### config.mk
export PLATFORM = sky130hd
export DESIGN_NAME = sms_top
export DESIGN_NICKNAME = d
export VERILOG_FILES = /design/src/hdl/sms_pkg.sv /design/src/hdl/sms_step_if.sv /design/src/hdl/sms_seq_table.sv /design/src/hdl/sms_top.sv
export SDC_FILE = /design/constraint.sdc
export NUM_CORES = 2
export LEC_CHECK = 0
export ABC_CLOCK_PERIOD_IN_PS = 71000
export BUFFER_PORTS_ARGS = -buffer_cell sky130_fd_sc_hd__buf_2
export CAP_MARGIN = 25
export CORE_MARGIN = 2
export CORE_UTILIZATION = 45
export DETAILED_ROUTE_END_ITERATION = 10
export PLACE_DENSITY = 0.71
export SETUP_SLACK_MARGIN = 0.4
export SKIP_LAST_GASP = 1
export SLEW_MARGIN = 20
export SYNTH_ARGS = -nofsm -noshare
export SYNTH_HDL_FRONTEND = slang
export SYNTH_SLANG_ARGS = --single-unit
### constraint.sdc
create_clock -name clk -period 71 [get_ports clk]
set_input_delay 7.1 -clock clk [delete_from_list [all_inputs] [get_ports clk]]
set_output_delay 7.1 -clock clk [all_outputs]
set_load 0.05 [all_outputs]
### src/hdl/sms_pkg.sv
// Package: constants, types and register map of the stand-alone motion sequencer
package sms_pkg;
	// ****************************************************************
	// Sizes
	// ****************************************************************
	localparam int SMS_NSEQ = 32;
	localparam int SMS_IDX_W = 5;
	localparam int SMS_VEL_W = 16;
	localparam int SMS_POS_W = 24;
	localparam int SMS_SCL_W = 8;
	localparam logic [7:0] SMS_SCL_FULL = 8'hFF;

	// ****************************************************************
	// Register offsets (word addresses on the plain port)
	// ****************************************************************
	localparam logic [7:0] SMS_A_CTRL = 8'h00;
	localparam logic [7:0] SMS_A_MAP = 8'h01;
	localparam logic [7:0] SMS_A_STAT = 8'h02;
	localparam logic [7:0] SMS_A_SEQIDX = 8'h03;
	localparam logic [7:0] SMS_A_SEQTGT = 8'h04;
	localparam logic [7:0] SMS_A_SEQVEL = 8'h05;
	localparam logic [7:0] SMS_A_SEQCFG = 8'h06;
	localparam logic [7:0] SMS_A_POS = 8'h07;
	localparam logic [7:0] SMS_A_CUR = 8'h08;

	// ****************************************************************
	// Field positions
	// ****************************************************************
	localparam int SMS_CTRL_ADV = 0;
	localparam int SMS_CTRL_HALL = 1;
	localparam int SMS_CFG_NEXT_LO = 0;
	localparam int SMS_CFG_KIND_LO = 5;
	localparam int SMS_CFG_LINK = 7;
	localparam int SMS_CFG_COND = 8;
	localparam int SMS_CFG_OUT_LO = 9;
	localparam int SMS_CFG_OSET = 13;
	localparam int SMS_CFG_W = 14;

	// ****************************************************************
	// Enumerations
	// ****************************************************************
	typedef enum logic [1:0] {
		SMS_K_HOME, SMS_K_ABS, SMS_K_REL, SMS_K_SPEED
	} sms_kind_t;

	// Function codes of the assignable inputs
	localparam logic [2:0] SMS_IF_NONE = 3'h0;
	localparam logic [2:0] SMS_IF_HOME = 3'h1;
	localparam logic [2:0] SMS_IF_LIMP = 3'h2;
	localparam logic [2:0] SMS_IF_LIMN = 3'h3;
	localparam logic [2:0] SMS_IF_RST = 3'h4;
	localparam logic [2:0] SMS_IF_ALIGN = 3'h5;
	localparam logic [2:0] SMS_IF_SEL = 3'h6;
	localparam logic [2:0] SMS_IF_COND = 3'h7;

	// Function codes of the assignable outputs
	localparam logic [3:0] SMS_OF_BRAKE = 4'h0;
	localparam logic [3:0] SMS_OF_DRVON = 4'h1;
	localparam logic [3:0] SMS_OF_POWER = 4'h2;
	localparam logic [3:0] SMS_OF_ALIGN = 4'h3;
	localparam logic [3:0] SMS_OF_FAULT = 4'h4;
	localparam logic [3:0] SMS_OF_WARN = 4'h5;
	localparam logic [3:0] SMS_OF_TGT = 4'h6;
	localparam logic [3:0] SMS_OF_RUN = 4'h7;
	localparam logic [3:0] SMS_OF_DONE = 4'h8;
	localparam logic [3:0] SMS_OF_SPEED = 4'h9;
	localparam logic [3:0] SMS_OF_PROG0 = 4'hA;
endpackage

### src/hdl/sms_step_if.sv
// Interface: one sequence step from the table to the motion engine
`timescale 1ns/10ps
`default_nettype none
interface sms_step_if;
	import sms_pkg::*;
	logic [SMS_IDX_W-1:0] idx;
	logic [SMS_POS_W-1:0] target;
	logic [SMS_VEL_W-1:0] vel;
	logic [SMS_CFG_W-1:0] cfg;
	modport table_side (input idx, output target, vel, cfg);
	modport user_side (output idx, input target, vel, cfg);
endinterface
`default_nettype wire

### src/hdl/sms_seq_table.sv
// Sequence table: storage of the preprogrammed sequence parameters
`timescale 1ns/10ps
`default_nettype none
module sms_seq_table #(
	parameter int NSEQ = 32
) (
	// Clock
	input wire logic clk,
	// Write port from the register side
	input wire logic wr_en,
	input wire logic [4:0] wr_idx,
	input wire logic [2:0] wr_sel,
	input wire logic [31:0] wr_data,
	// Read port for the engine
	sms_step_if.table_side step
);
	import sms_pkg::*;

	logic [SMS_POS_W-1:0] tgt_mem [NSEQ];
	logic [SMS_VEL_W-1:0] vel_mem [NSEQ];
	logic [SMS_CFG_W-1:0] cfg_mem [NSEQ];

	// Parameter loads only; no reset so it maps to memory
	always_ff @(posedge clk) begin
		if (wr_en && wr_sel[0]) begin
			tgt_mem[wr_idx] <= wr_data[SMS_POS_W-1:0];
		end
		if (wr_en && wr_sel[1]) begin
			vel_mem[wr_idx] <= wr_data[SMS_VEL_W-1:0];
		end
		if (wr_en && wr_sel[2]) begin
			cfg_mem[wr_idx] <= wr_data[SMS_CFG_W-1:0];
		end
	end

	// Asynchronous read keeps the step fetch to one cycle
	assign step.target = tgt_mem[step.idx];
	assign step.vel = vel_mem[step.idx];
	assign step.cfg = cfg_mem[step.idx];
endmodule
`default_nettype wire

### src/hdl/sms_top.sv
// Top: stand-alone motion sequencer with assignable I/O and register port
//
// Function
// - Holds 32 preprogrammed, parameter-loaded sequences
// - Linked sequences run on automatically
// - Basic mode: start runs sequence 0
// - Advanced mode: start runs selected sequence
// - Stop halts program, motor held enabled
// - Enable input powers motor stage
// - Reference mark homes and resets position
// - Reset clears faults only when cause gone
// - Limit switches block matching rotation direction
// - Two assignable inputs mapped to functions
// - Three assignable outputs mapped to status
// - Alignment input starts motor phasing
// - Alignment-needed output while phasing outstanding
// - Power stage active while enabled
// - Fault and warning outputs follow raised conditions
// - Target reached once target attained
// - Program running while sequence executes
// - Move done when displacement completed
// - Speed output when programmed speed reached
// - Program outputs driven only by sequences
// - Step condition input gates sequence execution
// - Scaling input reduces running speed proportionally
//
// Chosen here: the plain strobed port and the register offsets.
`timescale 1ns/10ps
`default_nettype none
module sms_top (
	// Clock and reset
	input wire logic clk,
	input wire logic arst_n,
	// Logic inputs from pins
	input wire logic start_in,
	input wire logic stop_in,
	input wire logic enable_in,
	input wire logic fault_clear_in,
	input wire logic ref_mark_in,
	input wire logic assignable_input_a,
	input wire logic assignable_input_b,
	input wire logic [sms_pkg::SMS_IDX_W-1:0] program_step_select,
	input wire logic [sms_pkg::SMS_SCL_W-1:0] velocity_scaling_input,
	// Drive status from the control loop
	input wire logic power_ok,
	input wire logic fault_cause,
	input wire logic warning_cause,
	input wire logic signed [sms_pkg::SMS_VEL_W-1:0] actual_vel,
	input wire logic phasing_done,
	// Commands to the control loop
	output logic stage_on,
	output logic brake_release,
	output logic phasing_start,
	output logic signed [sms_pkg::SMS_VEL_W-1:0] vel_cmd,
	// Logic outputs to pins
	output logic assignable_output_a,
	output logic assignable_output_b,
	output logic assignable_output_c,
	output logic target_reached_flag,
	output logic program_running_flag,
	output logic [3:0] program_driven_outputs,
	// Register port
	input wire logic [7:0] reg_addr,
	input wire logic [31:0] reg_wdata,
	input wire logic reg_wr,
	input wire logic reg_rd,
	output logic [31:0] reg_rdata
);
	import sms_pkg::*;

	// ****************************************************************
	// Pin synchronisers
	// ****************************************************************
	localparam int NPIN = 7 + SMS_IDX_W + SMS_SCL_W;
	logic [NPIN-1:0] pin_raw, pin_m_r, pin_s_r;
	assign pin_raw = {start_in, stop_in, enable_in, fault_clear_in,
		ref_mark_in, assignable_input_a, assignable_input_b,
		program_step_select, velocity_scaling_input};

	// Two flops; only the second is read by logic
	always_ff @(posedge clk or negedge arst_n) begin
		if (!arst_n) begin
			pin_m_r <= '0;
			pin_s_r <= '0;
		end else begin
			pin_m_r <= pin_raw;
			pin_s_r <= pin_m_r;
		end
	end

	wire start_s = pin_s_r[NPIN-1];
	wire stop_s = pin_s_r[NPIN-2];
	wire enable_s = pin_s_r[NPIN-3];
	wire clr_s = pin_s_r[NPIN-4];
	wire ref_s = pin_s_r[NPIN-5];
	wire ina_s = pin_s_r[NPIN-6];
	wire inb_s = pin_s_r[NPIN-7];
	wire [SMS_IDX_W-1:0] sel_s = pin_s_r[SMS_SCL_W +: SMS_IDX_W];
	wire [SMS_SCL_W-1:0] scl_s = pin_s_r[SMS_SCL_W-1:0];

	// ****************************************************************
	// Configuration registers
	// ****************************************************************
	logic [1:0] ctrl_r;
	logic [2:0] map_in_a_r, map_in_b_r;
	logic [3:0] map_out_a_r, map_out_b_r, map_out_c_r;
	logic [SMS_IDX_W-1:0] seq_wr_idx_r;
	logic signed [SMS_POS_W-1:0] pos_r;

	wire adv_mode = ctrl_r[SMS_CTRL_ADV];
	wire has_hall = ctrl_r[SMS_CTRL_HALL];

	// Writes to the map and control words
	always_ff @(posedge clk or negedge arst_n) begin
		if (!arst_n) begin
			ctrl_r <= '0;
			map_in_a_r <= SMS_IF_NONE;
			map_in_b_r <= SMS_IF_NONE;
			map_out_a_r <= SMS_OF_BRAKE;
			map_out_b_r <= SMS_OF_DRVON;
			map_out_c_r <= SMS_OF_FAULT;
			seq_wr_idx_r <= '0;
		end else if (reg_wr) begin
			if (reg_addr == SMS_A_CTRL) ctrl_r <= reg_wdata[1:0];
			if (reg_addr == SMS_A_MAP) begin
				map_in_a_r <= reg_wdata[2:0];
				map_in_b_r <= reg_wdata[6:4];
				map_out_a_r <= reg_wdata[11:8];
				map_out_b_r <= reg_wdata[15:12];
				map_out_c_r <= reg_wdata[19:16];
			end
			if (reg_addr == SMS_A_SEQIDX) begin
				seq_wr_idx_r <= reg_wdata[SMS_IDX_W-1:0];
			end
		end
	end

	// ****************************************************************
	// Assignable input decode
	// ****************************************************************
	function automatic logic in_fn(input logic [2:0] code,
		input logic [2:0] ma, input logic a, input logic [2:0] mb,
		input logic b);
		in_fn = (ma == code && a) || (mb == code && b);
	endfunction

	wire home_any = ref_s | in_fn(SMS_IF_HOME, map_in_a_r, ina_s,
		map_in_b_r, inb_s);
	wire lim_pos = in_fn(SMS_IF_LIMP, map_in_a_r, ina_s, map_in_b_r, inb_s);
	wire lim_neg = in_fn(SMS_IF_LIMN, map_in_a_r, ina_s, map_in_b_r, inb_s);
	wire clr_any = clr_s | in_fn(SMS_IF_RST, map_in_a_r, ina_s,
		map_in_b_r, inb_s);
	wire align_in = in_fn(SMS_IF_ALIGN, map_in_a_r, ina_s,
		map_in_b_r, inb_s);
	wire cond_in = in_fn(SMS_IF_COND, map_in_a_r, ina_s, map_in_b_r, inb_s);
	// A select-mapped input overrides bit 0 of the select bus
	wire sel_bit = in_fn(SMS_IF_SEL, map_in_a_r, ina_s, map_in_b_r, inb_s);
	wire sel_mapped = map_in_a_r == SMS_IF_SEL || map_in_b_r == SMS_IF_SEL;
	wire [SMS_IDX_W-1:0] sel_idx = sel_mapped ?
		{sel_s[SMS_IDX_W-1:1], sel_bit} : sel_s;

	// ****************************************************************
	// Edge detection
	// ****************************************************************
	logic start_d_r, clr_d_r, align_d_r, home_d_r;
	always_ff @(posedge clk or negedge arst_n) begin
		if (!arst_n) begin
			start_d_r <= 1'b0;
			clr_d_r <= 1'b0;
			align_d_r <= 1'b0;
			home_d_r <= 1'b0;
		end else begin
			start_d_r <= start_s;
			clr_d_r <= clr_any;
			align_d_r <= align_in;
			home_d_r <= home_any;
		end
	end
	wire start_p = start_s & ~start_d_r;
	wire clr_p = clr_any & ~clr_d_r;
	wire align_p = align_in & ~align_d_r;
	wire home_p = home_any & ~home_d_r;

	// ****************************************************************
	// Faults, phasing and enable
	// ****************************************************************
	logic fault_r, phase_need_r;
	// Set wins over clear; clear only when the cause is gone
	always_ff @(posedge clk or negedge arst_n) begin
		if (!arst_n) begin
			fault_r <= 1'b0;
		end else if (fault_cause) begin
			fault_r <= 1'b1;
		end else if (clr_p) begin
			fault_r <= 1'b0;
		end
	end

	// Phasing is owed from power-up unless Hall sensors give it
	always_ff @(posedge clk or negedge arst_n) begin
		if (!arst_n) begin
			phase_need_r <= 1'b1;
		end else if (phasing_done || has_hall) begin
			phase_need_r <= 1'b0;
		end
	end
	assign phasing_start = align_p & phase_need_r;

	wire drive_en = enable_s & ~fault_r;
	assign stage_on = drive_en;
	assign brake_release = drive_en;

	// ****************************************************************
	// Sequence engine
	// ****************************************************************
	typedef enum logic [1:0] {SMS_IDLE, SMS_RUN, SMS_WAIT} sms_state_t;
	sms_state_t state_r, state_nxt;
	logic [SMS_IDX_W-1:0] cur_r, cur_nxt;
	logic [3:0] pout_r;
	logic done_r, at_tgt_r;

	sms_step_if step ();
	assign step.idx = cur_r;

	wire tbl_wr = reg_wr && (reg_addr == SMS_A_SEQTGT ||
		reg_addr == SMS_A_SEQVEL || reg_addr == SMS_A_SEQCFG);
	wire [2:0] tbl_sel = {reg_addr == SMS_A_SEQCFG,
		reg_addr == SMS_A_SEQVEL, reg_addr == SMS_A_SEQTGT};

	sms_seq_table #(.NSEQ(SMS_NSEQ)) u_table (
		.clk(clk),
		.wr_en(tbl_wr),
		.wr_idx(seq_wr_idx_r),
		.wr_sel(tbl_sel),
		.wr_data(reg_wdata),
		.step(step)
	);

	wire [SMS_IDX_W-1:0] nxt_idx = step.cfg[SMS_CFG_NEXT_LO +: SMS_IDX_W];
	wire [1:0] kind = step.cfg[SMS_CFG_KIND_LO +: 2];
	wire linked = step.cfg[SMS_CFG_LINK];
	wire need_cond = step.cfg[SMS_CFG_COND];
	wire signed [SMS_POS_W-1:0] tgt = signed'(step.target);

	// Scaled speed: |vel| * scale / full-scale
	wire [SMS_VEL_W+SMS_SCL_W-1:0] prod = step.vel * scl_s;
	wire [SMS_VEL_W-1:0] vel_scl = SMS_VEL_W'(prod / SMS_SCL_FULL);
	wire signed [SMS_POS_W-1:0] err = tgt - pos_r;
	wire dir_pos = kind == SMS_K_SPEED ? 1'b1 : err > 0;
	wire arrived = kind != SMS_K_SPEED && kind != SMS_K_HOME && err == 0;
	wire home_hit = kind == SMS_K_HOME && home_p;
	// Motion is legal only toward a free direction
	wire blocked = dir_pos ? lim_pos : lim_neg;
	// Stop gates the speed command in the same cycle the state leaves run
	wire moving = state_r == SMS_RUN && drive_en && !stop_s && !blocked &&
		!arrived;

	// Next state: start, chain, stop
	always_comb begin
		state_nxt = state_r;
		cur_nxt = cur_r;
		case (state_r)
			SMS_IDLE: begin
				if (start_p && drive_en && !stop_s) begin
					cur_nxt = adv_mode ? sel_idx : '0;
					state_nxt = SMS_WAIT;
				end
			end
			SMS_WAIT: begin
				// Wait for the step condition when the step asks
				if (!need_cond || cond_in) state_nxt = SMS_RUN;
			end
			SMS_RUN: begin
				if (arrived || home_hit) begin
					if (linked) begin
						cur_nxt = nxt_idx;
						state_nxt = SMS_WAIT;
					end else begin
						state_nxt = SMS_IDLE;
					end
				end
			end
			default: state_nxt = SMS_IDLE;
		endcase
		// Stop or loss of enable aborts at once
		if (stop_s || !drive_en) state_nxt = SMS_IDLE;
	end

	always_ff @(posedge clk or negedge arst_n) begin
		if (!arst_n) begin
			state_r <= SMS_IDLE;
			cur_r <= '0;
		end else begin
			state_r <= state_nxt;
			cur_r <= cur_nxt;
		end
	end

	// Position: one unit per cycle step, reset by the reference mark
	always_ff @(posedge clk or negedge arst_n) begin
		if (!arst_n) begin
			pos_r <= '0;
		end else if (home_p) begin
			pos_r <= '0;
		end else if (moving && kind != SMS_K_SPEED) begin
			pos_r <= dir_pos ? pos_r + 1'b1 : pos_r - 1'b1;
		end
	end

	// Stopped motor stays enabled with zero speed command
	always_ff @(posedge clk or negedge arst_n) begin
		if (!arst_n) begin
			vel_cmd <= '0;
		end else if (moving) begin
			vel_cmd <= dir_pos ? signed'(vel_scl) : -signed'(vel_scl);
		end else begin
			vel_cmd <= '0;
		end
	end

	// Step-end status and program outputs
	always_ff @(posedge clk or negedge arst_n) begin
		if (!arst_n) begin
			done_r <= 1'b0;
			at_tgt_r <= 1'b0;
			pout_r <= '0;
		end else begin
			if (state_r == SMS_RUN && (arrived || home_hit)) begin
				done_r <= 1'b1;
				pout_r <= step.cfg[SMS_CFG_OSET] ?
					pout_r | step.cfg[SMS_CFG_OUT_LO +: 4] :
					pout_r & ~step.cfg[SMS_CFG_OUT_LO +: 4];
			end else if (state_nxt == SMS_RUN && state_r != SMS_RUN) begin
				done_r <= 1'b0;
			end
			at_tgt_r <= arrived;
		end
	end

	// ****************************************************************
	// Status outputs
	// ****************************************************************
	wire [SMS_VEL_W-1:0] abs_vel = actual_vel < 0 ? SMS_VEL_W'(-actual_vel) :
		SMS_VEL_W'(actual_vel);
	wire speed_ok = state_r == SMS_RUN && vel_scl != 0 &&
		abs_vel >= vel_scl;
	assign target_reached_flag = at_tgt_r;
	assign program_running_flag = state_r != SMS_IDLE;
	assign program_driven_outputs = pout_r;

	wire [15:0] stat_vec;
	assign stat_vec = {2'b00, pout_r, speed_ok, done_r,
		program_running_flag, at_tgt_r, warning_cause, fault_r,
		phase_need_r, power_ok, drive_en, ~drive_en};

	function automatic logic out_fn(input logic [3:0] code,
		input logic [15:0] v);
		out_fn = code <= 4'hD ? v[code] : 1'b0;
	endfunction

	assign assignable_output_a = out_fn(map_out_a_r, stat_vec);
	assign assignable_output_b = out_fn(map_out_b_r, stat_vec);
	assign assignable_output_c = out_fn(map_out_c_r, stat_vec);

	// ****************************************************************
	// Register read
	// ****************************************************************
	logic [31:0] rd_mux;
	always_comb begin
		case (reg_addr)
			SMS_A_CTRL: rd_mux = {30'h0, ctrl_r};
			SMS_A_MAP: rd_mux = {12'h0, map_out_c_r, map_out_b_r, map_out_a_r,
				1'b0, map_in_b_r, 1'b0, map_in_a_r};
			SMS_A_STAT: rd_mux = {16'h0, stat_vec};
			SMS_A_SEQIDX: rd_mux = {27'h0, seq_wr_idx_r};
			SMS_A_POS: rd_mux = {8'h0, pos_r};
			SMS_A_CUR: rd_mux = {27'h0, cur_r};
			default: rd_mux = 32'h0;
		endcase
	end

	always_ff @(posedge clk or negedge arst_n) begin
		if (!arst_n) reg_rdata <= '0;
		else if (reg_rd) reg_rdata <= rd_mux;
	end
endmodule
`default_nettype wire

==> results.tsv <==
metric	value	unit
status	completed	
hold_viol_final	0	
wl	208800	um
core	185200	um2
synth-seq-cells	1876	
dp_hpwl	126300	um
critPathKind	register to output port	
critPathLaunchType	register	
cts_htree_levels	4	
yosysTopAreaCell	edfxtp_1	
avgSynthCellArea	17.77	um2
final_cells	7587	
critical_path.slowest_cell	dfrtp_4	
netlist_instances	4718	
fin_crit	33.39	ns
nets	5227	
avgViaCountPerCell	6.016	
finalCritPeriodShare	0.4702	
drv_cap	0	
antenna_found_initial	16	
final_common_cell	edfxtp_1	
drv_slew	0	
synth.area.top_cells	edfxtp_1, mux4_2, dfrtp_1	
cp_slowest_stage_delay	1.04	ns
dieHeight	435.7	um
place_inst	7222	
setup_violations	0	
reg2reg_from	cur_r[1]	
globalplace.congestion	0.8818	
die-area	189800	um2
fillers	14530	
grt_max_degree	144	
synth_edf_count	1728	
grt_pass1_wl	306900	um
cts_hold_buf	0	
clock-sinks	1876	
synth.distinct_cells	140	
cp_max_fo	143	
synth_top_area_frac	0.6188	
num_io_pins	144	
path_clk_slew	0.06	ns
ant_nets	0	
max_slew_margin	0.2564	
mostFrequentLayoutCells	edfxtp_1, mux4_2, nand2_1, clkbuf_16, inv_1	
vias	45645	
grt_overflow_total	0	
max_freq	0.02995	GHz
portBuffers	127	
clock_latency	0.84	ns
num_rows	158	
cts_tree	yes	
root_buffer	clkbuf_16	
synth-async-reset-ratio	0.07889	
drt_iter0_markers	5310	
cts_buffers	183	
cp-end-kind	output port	
yosys_warnings	0	
worstPathRequired	63.90	ns
tightest_slew	1.115	ns
track_usage	0.2180	
grt_setup_unrepaired	no	
cts_max_path_buffers	3	
dr.pass1.iters	8	
area_delta_synth_final	12.66	%
drt-wirelength-per-cell	27.52	um
crit_arrival	26.29	ns
hp-start	pin_m_r[12]	
post_cts_resized	0	
drcViolationCount	0	
synth.yosys.seq_area_share	0.6630	
clock_skew	0.04635	ns
initial_utilization	0.4527	
grt_pass1_vias	45889	
crit_start	cur_r[1]	
synth_ff_type	edfxtp_1	
postCtsSetupBuffers	0	
die_w	435.7	um
syn_area	83850	um2
fin_tns_setup	0	ns
min-delay-path-class	register to register	
drive_above_1_share	0.2493	
-- final timing paths --
check                                 endpoint  slack (ns)  cells past startpoint
max                        assignable_output_b       37.61                     86
min                                pin_s_r[12]        0.35                      0
max reg2reg                       reg_rdata[9]       45.43                     84
min in group asynchronous           vel_cmd[8]        6.35                      1
min reg2reg                        pin_s_r[12]        0.35                      0
max in group asynchronous        reg_rdata[20]       63.28                      2
-- routing by layer --
metal	wire length (um)	GRT usage
met1	83210	0.2915
met2	105000	0.3673
met3	15370	0.03797
met4	5233	0.06340
met5	13	0
-- per-stage QoR --
step	hold slack [ns]	area, um2	setup WS (ns)	utilization
floorplan	0.3312	83880	42.62	-
global placement	0.3358	87810	38.64	0.4740
detailed placement	0.3347	88230	38.47	0.4763
CTS	0.3488	94040	37.46	0.5077
global route	0.3514	94460	36.18	0.5100
finish	0.3468	94470	37.61	0.5100
-- area by class of cell --
| class | instances | area, um2 | area share |
|---|---|---|---|
| multi-input cells | 2440 | 26980 | 0.2857 |
| diodes | 8 | 20.02 | 0.0002119 |
| repair buffers | 258 | 2223 | 0.02354 |
| inverters | 189 | 710.7 | 0.007523 |
| flip-flops and latches | 1876 | 55610 | 0.5887 |
| clock buffers | 246 | 4897 | 0.05184 |
| well taps | 2480 | 3103 | 0.03285 |
| clock inverters | 90 | 915.9 | 0.009695 |
-- kinds of logic (layout without fill, tap and decap cells) --
group | count (synthesis) | after routing | synth area share
flops | 1876 | 1876 | 0.6630
simple gates | 877 | 877 | 0.05509
mux | 663 | 663 | 0.1611
buf+inv | 409 | 783 | 0.01944
other cells | 1 | 16 | 0.00004472
fa+ha+maj | 198 | 198 | 0.03706
xor+xnor | 102 | 102 | 0.01133
compound gates | 592 | 592 | 0.05293
-- flip-flops by register name, indices dropped and copies added, names as in the netlist, 3 cells and up, named ones only --
| register | count |
|---|---|
| pin_m_r | 20 |
| map_in_a_r | 3 |
| vel_cmd | 16 |
| map_in_b_r | 3 |
| u_table.vel_mem | 512 |
| map_out_b_r | 4 |
| pin_s_r | 20 |
| reg_rdata | 24 |
| map_out_a_r | 4 |
| pos_r | 24 |
| cur_r | 5 |
| u_table.tgt_mem | 768 |
| u_table.cfg_mem | 448 |
| map_out_c_r | 4 |
| seq_wr_idx_r | 5 |
-- critical path, delay by kind of cell, from the launching register on --
kind            cells  cell delay, ns
compound gates     31            8.31
mux                 4            1.92
fa+ha+maj           7            2.96
simple gates       34            8.03
buf+inv             9            2.55
flops               1            1.04
xor+xnor            1            0.49
-- synthesized netlist by cell type, drive strengths merged, types with 45 or more instances --
cell type,n
nand2,208
mux4,542
mux2,66
dfrtp,145
nand3,63
nor2b,123
mux2i,55
clkbuf,140
nor2,199
buf,80
nor3,45
a21oi,134
xnor2,73
inv,187
edfxtp,1728
nand2b,51
fa,85
ha,110
o21ai,88
Power is not shown: default switching activity piles up to over one toggle a cycle in this logic, so the estimate is an artifact.
